`config.mk`:
```
export PLATFORM = sky130hd
export DESIGN_NAME = ext_irq_unit
export DESIGN_NICKNAME = d
export VERILOG_FILES = /design/src/design/pin_change_group.v /design/src/design/ext_irq_unit.v
export VERILOG_INCLUDE_DIRS = /design/src /design/src/shared
export SDC_FILE = /design/constraint.sdc
export NUM_CORES = 1
export LEC_CHECK = 0
export ABC_CLOCK_PERIOD_IN_PS = 4200
export BUFFER_PORTS_ARGS = -buffer_cell sky130_fd_sc_hd__buf_2
export CORE_MARGIN = 2
export CORE_UTILIZATION = 55
export DETAILED_ROUTE_END_ITERATION = 8
export PLACE_DENSITY = 0.83
export SLEW_MARGIN = 20
export SYNTH_ARGS = -nofsm -noshare
export SYNTH_HDL_FRONTEND = slang
export SYNTH_HIERARCHICAL = 1
export SYNTH_SLANG_ARGS = --single-unit
```
`constraint.sdc`:
```
create_clock -name CLK_IN -period 4.2 [get_ports CLK_IN]
set_input_delay 1.05 -clock CLK_IN [delete_from_list [all_inputs] [get_ports CLK_IN]]
set_output_delay 1.05 -clock CLK_IN [all_outputs]
set_load 0.02 [all_outputs]
```
`src/shared/ext_irq_regs.vh`:
```
// register map, field positions and timing constants of the external interrupt unit
// Notes on behaviour
// select bit zero puts vectors at flash start, one at boot section base.
// select changes only via change-enable write then select write within four cycles.
// change-enable clears itself four cycles after set, or on the select write.
// interrupts blocked from change-enable write until after following instruction or four cycles.
// automatic blocking leaves the global interrupt-enable flag untouched.
// block interrupts when lock bit forbids vectors in the other section.
// pin interrupts fire even when pins are driven as outputs by the device.
// pin-change requests 2,1,0 follow toggles on enabled pins 23:16, 14:8, 7:0.
// per-group mask registers choose which pins contribute to each request.
// pin changes are seen without the I/O clock so they wake from sleep.
// enabled level-sense pin requests for as long as it stays low.
// edges need the I/O clock; low level is asynchronous and wakes the part.
// level wake needs level held through start-up, else wake without interrupt.
// sense field 00 low, 01 any change, 10 falling, 11 rising.
// interrupt 1 sense field at bits 3:2, interrupt 0 at bits 1:0.
// pin sampled before edge detection; pulses over one clock are caught.
// in low-level mode the source holds low until the instruction ends.
// a dedicated interrupt is active only with global enable and its mask bit.
// mask bit 1 enables external interrupt 1 with its own vector.
// registers answer at data offsets, and at offset minus 0x20 as I/O; code maps I/O only up to 0x3F, so 0x68-0x6D answer at data offsets only.
// mask bit 0 enables external interrupt 0 with its own vector.
// edge flags set on trigger, clear on handler entry or write one, zero in level mode.
// pin-change enable bits 2:0 gate group requests, also with global enable.
// group flags set on enabled pin change, clear on handler entry or write one.
// dedicated pins pass a two-stage synchroniser before edge comparison.
`ifndef EXT_IRQ_REGS_VH
`define EXT_IRQ_REGS_VH
`define IO_SPACE_BIAS    8'h20
`define IO_SPACE_TOP     8'h3F
`define OFF_GRP_FLAG     8'h3B
`define OFF_EXT_FLAG     8'h3C
`define OFF_EXT_MASK     8'h3D
`define OFF_MCU_CTRL     8'h55
`define OFF_GRP_ENABLE   8'h68
`define OFF_SENSE_CTRL   8'h69
`define OFF_PC_MASK0     8'h6B
`define OFF_PC_MASK1     8'h6C
`define OFF_PC_MASK2     8'h6D
`define RESET_BYTE       8'h00
`define BIT_CHANGE_EN    0
`define BIT_PLACE_SEL    1
`define SENSE0_LSB       0
`define SENSE1_LSB       2
`define SENSE_LOW        2'h0
`define SENSE_ANY        2'h1
`define SENSE_FALL       2'h2
`define SENSE_RISE       2'h3
`define CHANGE_WINDOW    3'h4
`define MASK1_WIDTH      7
`endif

```
`src/design/pin_change_group.v`:
```
// one pin-change group: masked toggle detect with async wake output
`default_nettype none
module pin_change_group #(
   parameter W = 8
) (
   input  wire         clk_in,
   input  wire         reset_n_in,
   input  wire [W-1:0] pins_in,
   input  wire [W-1:0] mask_in,
   output wire         change_out,
   output wire         wake_out
);
   reg [W-1:0] s1_q;
   reg [W-1:0] s2_q;
   reg [W-1:0] s3_q;
   always @(posedge clk_in or negedge reset_n_in) begin
      if (!reset_n_in) begin
         s1_q <= {W{1'b0}};
         s2_q <= {W{1'b0}};
         s3_q <= {W{1'b0}};
      end else begin
         s1_q <= pins_in;
         s2_q <= s1_q;
         s3_q <= s2_q;
      end
   end
   assign change_out = |((s2_q ^ s3_q) & mask_in);
   // compares raw pin to last clocked level, needs no running clock
   assign wake_out = |((pins_in ^ s3_q) & mask_in);
endmodule
`default_nettype wire

```
`src/design/ext_irq_unit.v`:
```
// external interrupt unit with vector placement control
`default_nettype none
`include "ext_irq_regs.vh"
module ext_irq_unit (
   input  wire        CLK_IN,
   input  wire        RESET_N_IN,
   input  wire [7:0]  ADDR_IN,
   input  wire        IO_SPACE_IN,
   input  wire        WRITE_IN,
   input  wire        READ_IN,
   input  wire [7:0]  WDATA_IN,
   input  wire        GLOBAL_IRQ_EN_IN,
   input  wire        INSTR_DONE_IN,
   input  wire        EXEC_IN_BOOT_IN,
   input  wire        APP_LOCK_PROG_IN,
   input  wire        BOOT_LOCK_PROG_IN,
   input  wire        ACK_EXT0_IN,
   input  wire        ACK_EXT1_IN,
   input  wire [2:0]  ACK_GRP_IN,
   input  wire        EXT_PIN0_IN,
   input  wire        EXT_PIN1_IN,
   input  wire [23:0] PIN_CHANGE_IN,
   output reg  [7:0]  RDATA_OUT,
   output reg         VECTOR_IN_BOOT_OUT,
   output reg         IRQ_EXT0_OUT,
   output reg         IRQ_EXT1_OUT,
   output reg  [2:0]  IRQ_GRP_OUT,
   output reg         WAKE_OUT
);
   reg  [1:0] mask_q;
   reg  [3:0] sense_q;
   reg  [2:0] grp_en_q;
   reg  [7:0] pcm0_q;
   reg  [6:0] pcm1_q;
   reg  [7:0] pcm2_q;
   reg  [1:0] ext_flag_q;
   reg  [2:0] grp_flag_q;
   reg        sel_q;
   reg        chg_en_q;
   reg  [2:0] chg_cnt_q;
   reg        block_q;
   reg        blk_after_q;
   reg  [1:0] e1_q;
   reg  [1:0] e2_q;
   reg  [1:0] e3_q;
   reg  [7:0] dec_addr;
   wire [2:0] grp_change;
   wire [2:0] grp_wake;
   wire [1:0] edge_hit;
   wire [1:0] level_req;
   wire       lock_block;
   wire       irq_ok;

   // load/store use data offsets; in/out add the bias back
   always @* begin
      if (IO_SPACE_IN && ADDR_IN <= `IO_SPACE_TOP)
         dec_addr = ADDR_IN + `IO_SPACE_BIAS;
      else if (IO_SPACE_IN)
         dec_addr = `RESET_BYTE;
      else
         dec_addr = ADDR_IN;
   end

   function wr;
      input [7:0] off;
      begin
         wr = WRITE_IN && (dec_addr == off);
      end
   endfunction

   function sense_hit;
      input [1:0] mode;
      input       now;
      input       was;
      begin
         case (mode)
            `SENSE_ANY:  sense_hit = now ^ was;
            `SENSE_FALL: sense_hit = was & ~now;
            `SENSE_RISE: sense_hit = now & ~was;
            default:     sense_hit = 1'b0;
         endcase
      end
   endfunction

   pin_change_group #(.W(8)) u_grp0 (
      .clk_in     (CLK_IN),
      .reset_n_in (RESET_N_IN),
      .pins_in    (PIN_CHANGE_IN[7:0]),
      .mask_in    (pcm0_q),
      .change_out (grp_change[0]),
      .wake_out   (grp_wake[0])
   );
   pin_change_group #(.W(`MASK1_WIDTH)) u_grp1 (
      .clk_in     (CLK_IN),
      .reset_n_in (RESET_N_IN),
      .pins_in    (PIN_CHANGE_IN[14:8]),
      .mask_in    (pcm1_q),
      .change_out (grp_change[1]),
      .wake_out   (grp_wake[1])
   );
   pin_change_group #(.W(8)) u_grp2 (
      .clk_in     (CLK_IN),
      .reset_n_in (RESET_N_IN),
      .pins_in    (PIN_CHANGE_IN[23:16]),
      .mask_in    (pcm2_q),
      .change_out (grp_change[2]),
      .wake_out   (grp_wake[2])
   );

   // pin inputs are read whatever the port direction, so software can
   // trigger by driving them
   always @(posedge CLK_IN or negedge RESET_N_IN) begin
      if (!RESET_N_IN) begin
         e1_q <= 2'h0;
         e2_q <= 2'h0;
         e3_q <= 2'h0;
      end else begin
         e1_q <= {EXT_PIN1_IN, EXT_PIN0_IN};
         e2_q <= e1_q;
         e3_q <= e2_q;
      end
   end

   assign edge_hit[0] = sense_hit(sense_q[`SENSE0_LSB+:2], e2_q[0],
                                  e3_q[0]);
   assign edge_hit[1] = sense_hit(sense_q[`SENSE1_LSB+:2], e2_q[1],
                                  e3_q[1]);
   // level request uses synchronised pin; wake path below is raw
   assign level_req[0] = (sense_q[`SENSE0_LSB+:2] == `SENSE_LOW) &
                         ~e2_q[0];
   assign level_req[1] = (sense_q[`SENSE1_LSB+:2] == `SENSE_LOW) &
                         ~e2_q[1];

   assign lock_block = (sel_q & ~EXEC_IN_BOOT_IN & APP_LOCK_PROG_IN) |
                       (~sel_q & EXEC_IN_BOOT_IN & BOOT_LOCK_PROG_IN);
   // global flag only read, never altered by the move block
   assign irq_ok = GLOBAL_IRQ_EN_IN & ~block_q & ~lock_block &
                   ~wr(`OFF_MCU_CTRL);

   // register file
   always @(posedge CLK_IN or negedge RESET_N_IN) begin
      if (!RESET_N_IN) begin
         mask_q   <= 2'h0;
         sense_q  <= 4'h0;
         grp_en_q <= 3'h0;
         pcm0_q   <= `RESET_BYTE;
         pcm1_q   <= 7'h00;
         pcm2_q   <= `RESET_BYTE;
      end else begin
         if (wr(`OFF_EXT_MASK))
            mask_q <= WDATA_IN[1:0];
         if (wr(`OFF_SENSE_CTRL))
            sense_q <= WDATA_IN[3:0];
         if (wr(`OFF_GRP_ENABLE))
            grp_en_q <= WDATA_IN[2:0];
         if (wr(`OFF_PC_MASK0))
            pcm0_q <= WDATA_IN;
         if (wr(`OFF_PC_MASK1))
            pcm1_q <= WDATA_IN[6:0];
         if (wr(`OFF_PC_MASK2))
            pcm2_q <= WDATA_IN;
      end
   end

   // flags: set wins over write-one and acknowledge clears
   always @(posedge CLK_IN or negedge RESET_N_IN) begin
      if (!RESET_N_IN) begin
         ext_flag_q <= 2'h0;
         grp_flag_q <= 3'h0;
      end else begin
         ext_flag_q[0] <= edge_hit[0] | (ext_flag_q[0] & ~ACK_EXT0_IN &
            ~(wr(`OFF_EXT_FLAG) & WDATA_IN[0]) &
            (sense_q[`SENSE0_LSB+:2] != `SENSE_LOW));
         ext_flag_q[1] <= edge_hit[1] | (ext_flag_q[1] & ~ACK_EXT1_IN &
            ~(wr(`OFF_EXT_FLAG) & WDATA_IN[1]) &
            (sense_q[`SENSE1_LSB+:2] != `SENSE_LOW));
         grp_flag_q <= grp_change | (grp_flag_q & ~ACK_GRP_IN &
            ~({3{wr(`OFF_GRP_FLAG)}} & WDATA_IN[2:0]));
      end
   end

   // timed vector move
   always @(posedge CLK_IN or negedge RESET_N_IN) begin
      if (!RESET_N_IN) begin
         sel_q       <= 1'b0;
         chg_en_q    <= 1'b0;
         chg_cnt_q   <= 3'h0;
         block_q     <= 1'b0;
         blk_after_q <= 1'b0;
      end else if (wr(`OFF_MCU_CTRL) && WDATA_IN[`BIT_CHANGE_EN]) begin
         chg_en_q    <= 1'b1;
         chg_cnt_q   <= `CHANGE_WINDOW - 3'h1;
         block_q     <= 1'b1;
         blk_after_q <= 1'b0;
      end else if (wr(`OFF_MCU_CTRL) && chg_en_q) begin
         sel_q       <= WDATA_IN[`BIT_PLACE_SEL];
         chg_en_q    <= 1'b0;
         chg_cnt_q   <= 3'h0;
         blk_after_q <= 1'b1;
      end else begin
         if (chg_cnt_q != 3'h0)
            chg_cnt_q <= chg_cnt_q - 3'h1;
         if (chg_en_q && chg_cnt_q == 3'h0)
            chg_en_q <= 1'b0;
         // hold until the instruction after the select write retires
         if (blk_after_q) begin
            if (INSTR_DONE_IN) begin
               blk_after_q <= 1'b0;
               block_q     <= 1'b0;
            end
         end else if (block_q && chg_cnt_q == 3'h0)
            block_q <= 1'b0;
      end
   end

   // outputs
   always @(posedge CLK_IN or negedge RESET_N_IN) begin
      if (!RESET_N_IN) begin
         RDATA_OUT          <= `RESET_BYTE;
         VECTOR_IN_BOOT_OUT <= 1'b0;
         IRQ_EXT0_OUT       <= 1'b0;
         IRQ_EXT1_OUT       <= 1'b0;
         IRQ_GRP_OUT        <= 3'h0;
         WAKE_OUT           <= 1'b0;
      end else begin
         VECTOR_IN_BOOT_OUT <= sel_q;
         IRQ_EXT0_OUT <= irq_ok & mask_q[0] &
                         (ext_flag_q[0] | level_req[0]);
         IRQ_EXT1_OUT <= irq_ok & mask_q[1] &
                         (ext_flag_q[1] | level_req[1]);
         IRQ_GRP_OUT  <= {3{irq_ok}} & grp_en_q & grp_flag_q;
         // registered, so a stopped clock relies on the core's own async path
         WAKE_OUT <= (|(grp_en_q & grp_wake)) |
            (mask_q[0] & ~EXT_PIN0_IN &
             (sense_q[`SENSE0_LSB+:2] == `SENSE_LOW)) |
            (mask_q[1] & ~EXT_PIN1_IN &
             (sense_q[`SENSE1_LSB+:2] == `SENSE_LOW));
         if (!READ_IN)
            RDATA_OUT <= `RESET_BYTE;
         else if (dec_addr == `OFF_EXT_MASK)
            RDATA_OUT <= {6'h00, mask_q};
         else if (dec_addr == `OFF_EXT_FLAG)
            RDATA_OUT <= {6'h00, ext_flag_q};
         else if (dec_addr == `OFF_GRP_FLAG)
            RDATA_OUT <= {5'h00, grp_flag_q};
         else if (dec_addr == `OFF_MCU_CTRL)
            RDATA_OUT <= {6'h00, sel_q, chg_en_q};
         else if (dec_addr == `OFF_SENSE_CTRL)
            RDATA_OUT <= {4'h0, sense_q};
         else if (dec_addr == `OFF_GRP_ENABLE)
            RDATA_OUT <= {5'h00, grp_en_q};
         else if (dec_addr == `OFF_PC_MASK0)
            RDATA_OUT <= pcm0_q;
         else if (dec_addr == `OFF_PC_MASK1)
            RDATA_OUT <= {1'b0, pcm1_q};
         else if (dec_addr == `OFF_PC_MASK2)
            RDATA_OUT <= pcm2_q;
         else
            RDATA_OUT <= `RESET_BYTE;
      end
   end
endmodule
`default_nettype wire

```
Yosys cells after proc, flatten, opt, wreduce, memory -nomap -nowiden

Cells that the tools add are included.

Register bits: 134
Output and inout port bits: 15

$add $sub $neg: 2
Magnitude comparators: 1
Equality and inequality tests: 17
Mux-type cells: 29
Bitwise gates (word level): 75
Reduce and logical (&&, ||, !) cells: 32

Operators with widths:

| cell                                                | count |
|---|---|
| 2-to-1 mux 8 bit                                    | 12 |
| equality test 8 x 7 -> 1 bit, second input constant | 6 |
| AND 8 bit                                           | 4 |
| OR reduction 8 bit                                  | 4 |
| XOR 8 bit                                           | 4 |
| AND 1 bit                                           | 29 |
| equality test 8 x 6 -> 1 bit, second input constant | 3 |
| AND 3 bit                                           | 6 |
| inverter 1 bit                                      | 16 |
| AND 7 bit                                           | 2 |
| logical AND 1 bit                                   | 14 |
| OR reduction 7 bit                                  | 2 |
| XOR 7 bit                                           | 2 |
| 2-to-1 mux 1 bit                                    | 12 |
| nonzero test 3 bit                                  | 4 |
| 2-to-1 mux 3 bit                                    | 3 |
| adder 8 x 6 -> 8 bit, second input constant         | 1 |
| equality test 2 bit, second input constant          | 4 |
| <= comparator 8 x 6 -> 1 bit, second input constant | 1 |
| bitwise OR 1 bit                                    | 7 |
| inverter 3 bit                                      | 2 |
| one-hot mux 1 bit (3 select lines)                  | 2 |
| equality test 2 x 1 -> 1 bit, second input constant | 2 |
| zero test 2 bit                                     | 2 |
| other kinds (10)                                    | 12 |

Depth between registers and ports, before layout

Word-level depth: 14
Gate-level depth with buffers: 7
Depth with buffers taken out: 6

Hierarchy

Netlist, hierarchy kept.

By module, submodules not included:

| module                        | times used | cells each | area each (um2) | sequential area each (um2) |
|---|---|---|---|---|
| ext_irq_unit                  | 1          | 275        | 3269.4          | 1626.6 |
| pin_change_group (u_grp0 ...) | 2          | 50         | 813.3           | 600.6 |
| pin_change_group (u_grp1)     | 1          | 43         | 708.2           | 525.5 |

Least setup slack after synthesis

Ideal clock, no wire load.

Path kind: input -> register
Start point: in ADDR_IN[5]
End point: reg sense_q[0]
Arrival time: 2616 ps
Required time: 4075 ps
Path slack: 1459 ps
Cell stages on the path: 7
Buffers on the path: 1
Path through: ha_1 -> and4bb_4 -> mux2i_4 -> nor4_4 -> and3_1 -> buf_6 -> mux2_4

Longest elaborated chain between the ends: 5
Elaborated cells on any way between the ends: 7
Classes of those cells: add/sub (1); order compare (1); eq/ne (1); mux (2); reduce/logical (2)

RTL lines:

| what                                   | line               | text |
|---|---|---|
| start: declaration                     | ext_irq_unit.v:7   | `input wire [7:0] ADDR_IN,` |
| <= comparator 8 x 6 -> 1 bit (no line) | --                 |  |
| logical AND 1 bit (no line)            | --                 |  |
| 2-to-1 mux 8 bit (*)                   | ext_irq_unit.v:56  | `` if (IO_SPACE_IN && ADDR_IN <= `IO_SPACE_TOP) `` |
| equality test 8 x 7 -> 1 bit (*)       | ext_irq_unit.v:67  | `wr = WRITE_IN && (dec_addr == off);` |
| logical AND 1 bit (*)                  | ext_irq_unit.v:67  |  |
| end signal: assignment                 | ext_irq_unit.v:153 | `sense_q <= WDATA_IN[3:0];` |
| end: declaration                       | ext_irq_unit.v:31  | `reg [3:0] sense_q;` |

Mark *: on every way between the ends. The rest lies on a longest branch, timed or not.
A chain may end at the register's enable or synchronous reset.

Worst setup path in the final report

Start point: in ADDR_IN[5]
End point: reg IRQ_GRP_OUT[1]

Longest elaborated chain between the ends: 9
Elaborated cells on any way between the ends: 11
Classes of those cells: add/sub (1); order compare (1); eq/ne (1); mux (2); bitwise (4); reduce/logical (2)

RTL lines:

| what                                   | line               | text |
|---|---|---|
| <= comparator 8 x 6 -> 1 bit (no line) | --                 |  |
| logical AND 1 bit (no line)            | --                 |  |
| 2-to-1 mux 8 bit (*)                   | ext_irq_unit.v:56  |  |
| equality test 8 x 7 -> 1 bit (*)       | ext_irq_unit.v:67  |  |
| logical AND 1 bit (*)                  | ext_irq_unit.v:67  |  |
| inverter 1 bit (*)                     | ext_irq_unit.v:138 | `` ~wr(`OFF_MCU_CTRL); `` |
| AND 1 bit (*)                          | ext_irq_unit.v:137 | `assign irq_ok = GLOBAL_IRQ_EN_IN & ~block_q & ~lock_block &` |
| AND 3 bit (*) (2 in a row)             | ext_irq_unit.v:231 | `IRQ_GRP_OUT <= {3{irq_ok}} & grp_en_q & grp_flag_q;` |
| end signal: assignment                 | ext_irq_unit.v:231 |  |
| end: declaration                       | ext_irq_unit.v:27  | `output reg [2:0] IRQ_GRP_OUT,` |

Marked as above.

==> insert_results.sql <==
INSERT INTO impl_metrics (metric_group, metric, value, unit) VALUES
('sta', 'fin_setup_tns', '0', 'ns'),
('placed_design', 'dp_hpwl', '8340', 'microns'),
('sta', 'layout_min_cycle_time', '2.68', 'ns'),
('sta', 'drv_slew', '0', ''),
('synth', 'synth_top_cells_by_area', 'dfrtp_1 60%, xor2_1 7.3%, mux2_2 6.2%', ''),
('power_and_ir_drop', 'vdd_drop_max', '0.319', 'mV'),
('cells_and_area', 'fin_util', '68.6', '%'),
('routing', 'wirelength', '12000', 'microns'),
('worst_setup_path', 'crit_type', 'in -> reg', ''),
('min_path', 'min_path_type', 'reg -> reg', ''),
('worst_setup_path', 'crit_arrival', '3.12', 'ns'),
('sta', 'max_slew.worst_pin.slew', '0.940', 'ns'),
('cells_and_area', 'antenna_cells', '0', ''),
('cts', 'clock_tree.htree_level_count', '4', ''),
('placed_design', 'gp_routability_congestion', '0.940', ''),
('cts', 'post_cts.repair.setup_buffers', '0', ''),
('sta', 'hold_viol', '0', ''),
('routing', 'routed_via_density', '5.78', ''),
('worst_setup_path', 'required', '4.65', 'ns'),
('worst_setup_path', 'worstSetupStartpointType', 'input port', ''),
('synth', 'primary_ff_master_synth', 'dfrtp_1', ''),
('synth', 'ys_seq_area_share', '59.8', '%'),
('cts', 'numCtsBuffers', '17', ''),
('cells_and_area', 'final_design_area_no_fill', '0.00674', 'sq mm'),
('power_and_ir_drop', 'p_comb_share', '8.3', '%'),
('run', 'maxCapViolCount', '0', ''),
('worst_setup_path', 'crit_path_max_incr_delay', '0.59', 'ns'),
('cells_and_area', 'fillers', '709', ''),
('cts', 'insertion_delay', '0.52', 'ns'),
('routing', 'firstDrtPassIters', '5', ''),
('power_and_ir_drop', 'switchingPower', '742', 'uW'),
('synth', 'synthesis.nets', '482', ''),
('sta', 'max_freq', '374', 'MHz'),
('placed_design', 'numPlacedInstances', '614', ''),
('power_and_ir_drop', 'netSwitchingFraction', '22.7', '%'),
('power_and_ir_drop', 'intPower', '2530', 'uW'),
('cts', 'number_of_gates_resized_after_cts', '0', ''),
('synth', 'post_synth_instance_area', '0.00560', 'sq mm'),
('cts', 'ctsRootBufferMaster', 'clkbuf_8', ''),
('cts', 'max-clock-path-buffers', '2', ''),
('cells_and_area', 'final_cell_count_no_fill', '645', ''),
('sta', 'report.final.setup_viol', '0', ''),
('grt', 'globalRoute.totalOverflow', '0', ''),
('sta', 'clock-skew-final', '0.00896', 'ns'),
('sta', 'min_period_over_period', '63.7', '%'),
('synth', 'netlist-cell-type-count', '57', ''),
('cells_and_area', 'layout-drive-gt1-share', '31.4', '%'),
('worst_setup_path', 'cp_cell_sequence', 'buf_2 -> ha_1 -> and4bb_4 -> o211ai_1 -> nor4_4 -> nor4b_2 -> and3_1', ''),
('synth', 'synth.avg_cell_area', '13.4', 'sq um'),
('worst_setup_path', 'critPathMaxFanout', '7', ''),
('floorplanning', 'dieHeight', '105', 'microns'),
('outcome', 'status', 'finished, final reports clean', ''),
('sta', 'rsz_0062_raised_after_global_routing', 'false', ''),
('synth', 'synth_async_sr_flop_share', '100', '%'),
('grt', 'grt_pass1_wl', '19500', 'microns'),
('routing', 'detail_route.drc_violations', '0', ''),
('routing', 'number_of_vias_after_detailed_routing', '3727', ''),
('power_and_ir_drop', 'static-leakage-power', '0.00324', 'uW'),
('cells_and_area', 'syn2layout_area_growth', '20.2', '%'),
('grt', 'grt.total_usage', '23.1', '%'),
('grt', 'maximum_number_of_pins_on_one_net_before_global_route_repair', '78', ''),
('floorplanning', 'design.die.area', '0.0110', 'sq mm'),
('floorplanning', 'rows', '36', ''),
('placed_design', 'post_dp_cell_area', '0.00609', 'sq mm'),
('synth', 'synth_top_area_cell', 'dfrtp_1', ''),
('routing', 'ant_nets', '0', ''),
('cells_and_area', 'register_area', '0.00335', 'sq mm'),
('routing', 'wire_per_inst', '18.6', 'microns'),
('power_and_ir_drop', 'power_per_cell_area', '485', 'mW/mm^2'),
('cts', 'numClockSinks', '134', ''),
('floorplanning', 'core-area', '0.00982', 'sq mm');
-- layer usage --
layer	vias up	GRT usage (%)	share of wire [%]
met5	-	0	0
met4	0	8.48	1.2
met3	16	5.80	6.1
met2	166	37.6	50
met1	1853	30.1	43
li1	1692	-	-
-- path summary, 6_finish.rpt --
| path | start | depth (start not counted) | slack [ns] | to |
|---|---|---|---|---|
| worst min-delay path | u_grp2/s1_q[4] | 0 | 0.34 | u_grp2/s2_q[4] |
| worst max-delay path | ADDR_IN[5] | 7 | 1.52 | IRQ_GRP_OUT[1] |
| min in group asynchronous | RESET_N_IN | 1 | 0.68 | block_q |
| max in group asynchronous | RESET_N_IN | 2 | 2.51 | pcm0_q[1] |
| worst max register to register | pcm1_q[1] | 5 | 2.19 | RDATA_OUT[1] |
| worst min register to register | u_grp2/s1_q[4] | 0 | 0.34 | u_grp2/s2_q[4] |
-- cell usage after synthesis, drive strengths merged (6+ instances only) --
master / number
nand2: 11
dfrtp: 134
nor2: 15
nor3: 7
mux2: 35
a222oi: 7
a22oi: 21
o21ai: 6
a21oi: 7
inv: 16
clkbuf: 6
xor2: 47
nand3: 11
ha: 7
-- logic make-up (layout without fill, tap and decap cells) --
group           count (synthesis)  after routing  synth area share, %
xor+xnor                       47             47                 7.35
flops                         134            134                 59.8
fa+ha+maj                       7              7                 1.56
compound gates                 74             74                 10.3
simple gates                   93             93                 11.1
buf+inv                        25            119                 1.85
mux                            38             38                 8.06
-- through the flow --
stage / hold slack (ns) / setup slack (ns) / total power [uW]
global placement: 0.331 / 1.05 / 1680
finish: 0.340 / 1.52 / 3270
CTS: 0.341 / 1.56 / 3300
detailed placement: 0.335 / 1.04 / 1700
global route: 0.349 / 1.39 / 3390
floorplan: 0.331 / 1.46 / 1580
-- layout make-up --
type,count,area share (%)
inverter,16,0.891
timing repair buffer,72,5.46
clock buffer,19,6.56
sequential,134,49.8
tap,133,2.47
clock inverter,12,2.99
multi-input combinational,259,31.9
-- power groups by stage --
stage / registers [uW] / logic, uW / clock network [uW]
after CTS: 1410 / 275 / 1610
after global placement: 1430 / 248 / 0
after detailed placement: 1440 / 269 / 0
final: 1410 / 271 / 1580
after floorplan: 1420 / 159 / 0
after global routing: 1420 / 301 / 1660
-- cell usage in the layout, fill, tap and decap left out, types with 9 or more instances in the layout --
master     netlist  final
dfrtp_1        134    134
buf_2            2     69
xor2_1          47     47
mux2_2          31     31
a22oi_1         21     21
inv_1           16     16
clkbuf_16        0     16
nor2_1          15     15
nand3_1         11     11
nand2_1          9      9
-- state kept, by name, indices dropped and copies added, names as in the netlist, 8 cells and up --
register and flops:
RDATA_OUT 8, pcm0_q 8, pcm2_q 8, u_grp0/s1_q 8
u_grp0/s2_q 8, u_grp0/s3_q 8, u_grp2/s1_q 8, u_grp2/s2_q 8
u_grp2/s3_q 8
-- worst max-delay path: cells and delay by family --
| kind | cells | cell delay [ns] |
|---|---|---|
| compound gates | 1 | 0.40 |
| simple gates | 4 | 1.18 |
| buf+inv | 1 | 0.16 |
| fa+ha+maj | 1 | 0.34 |
Power figures use the tool's default switching activity.
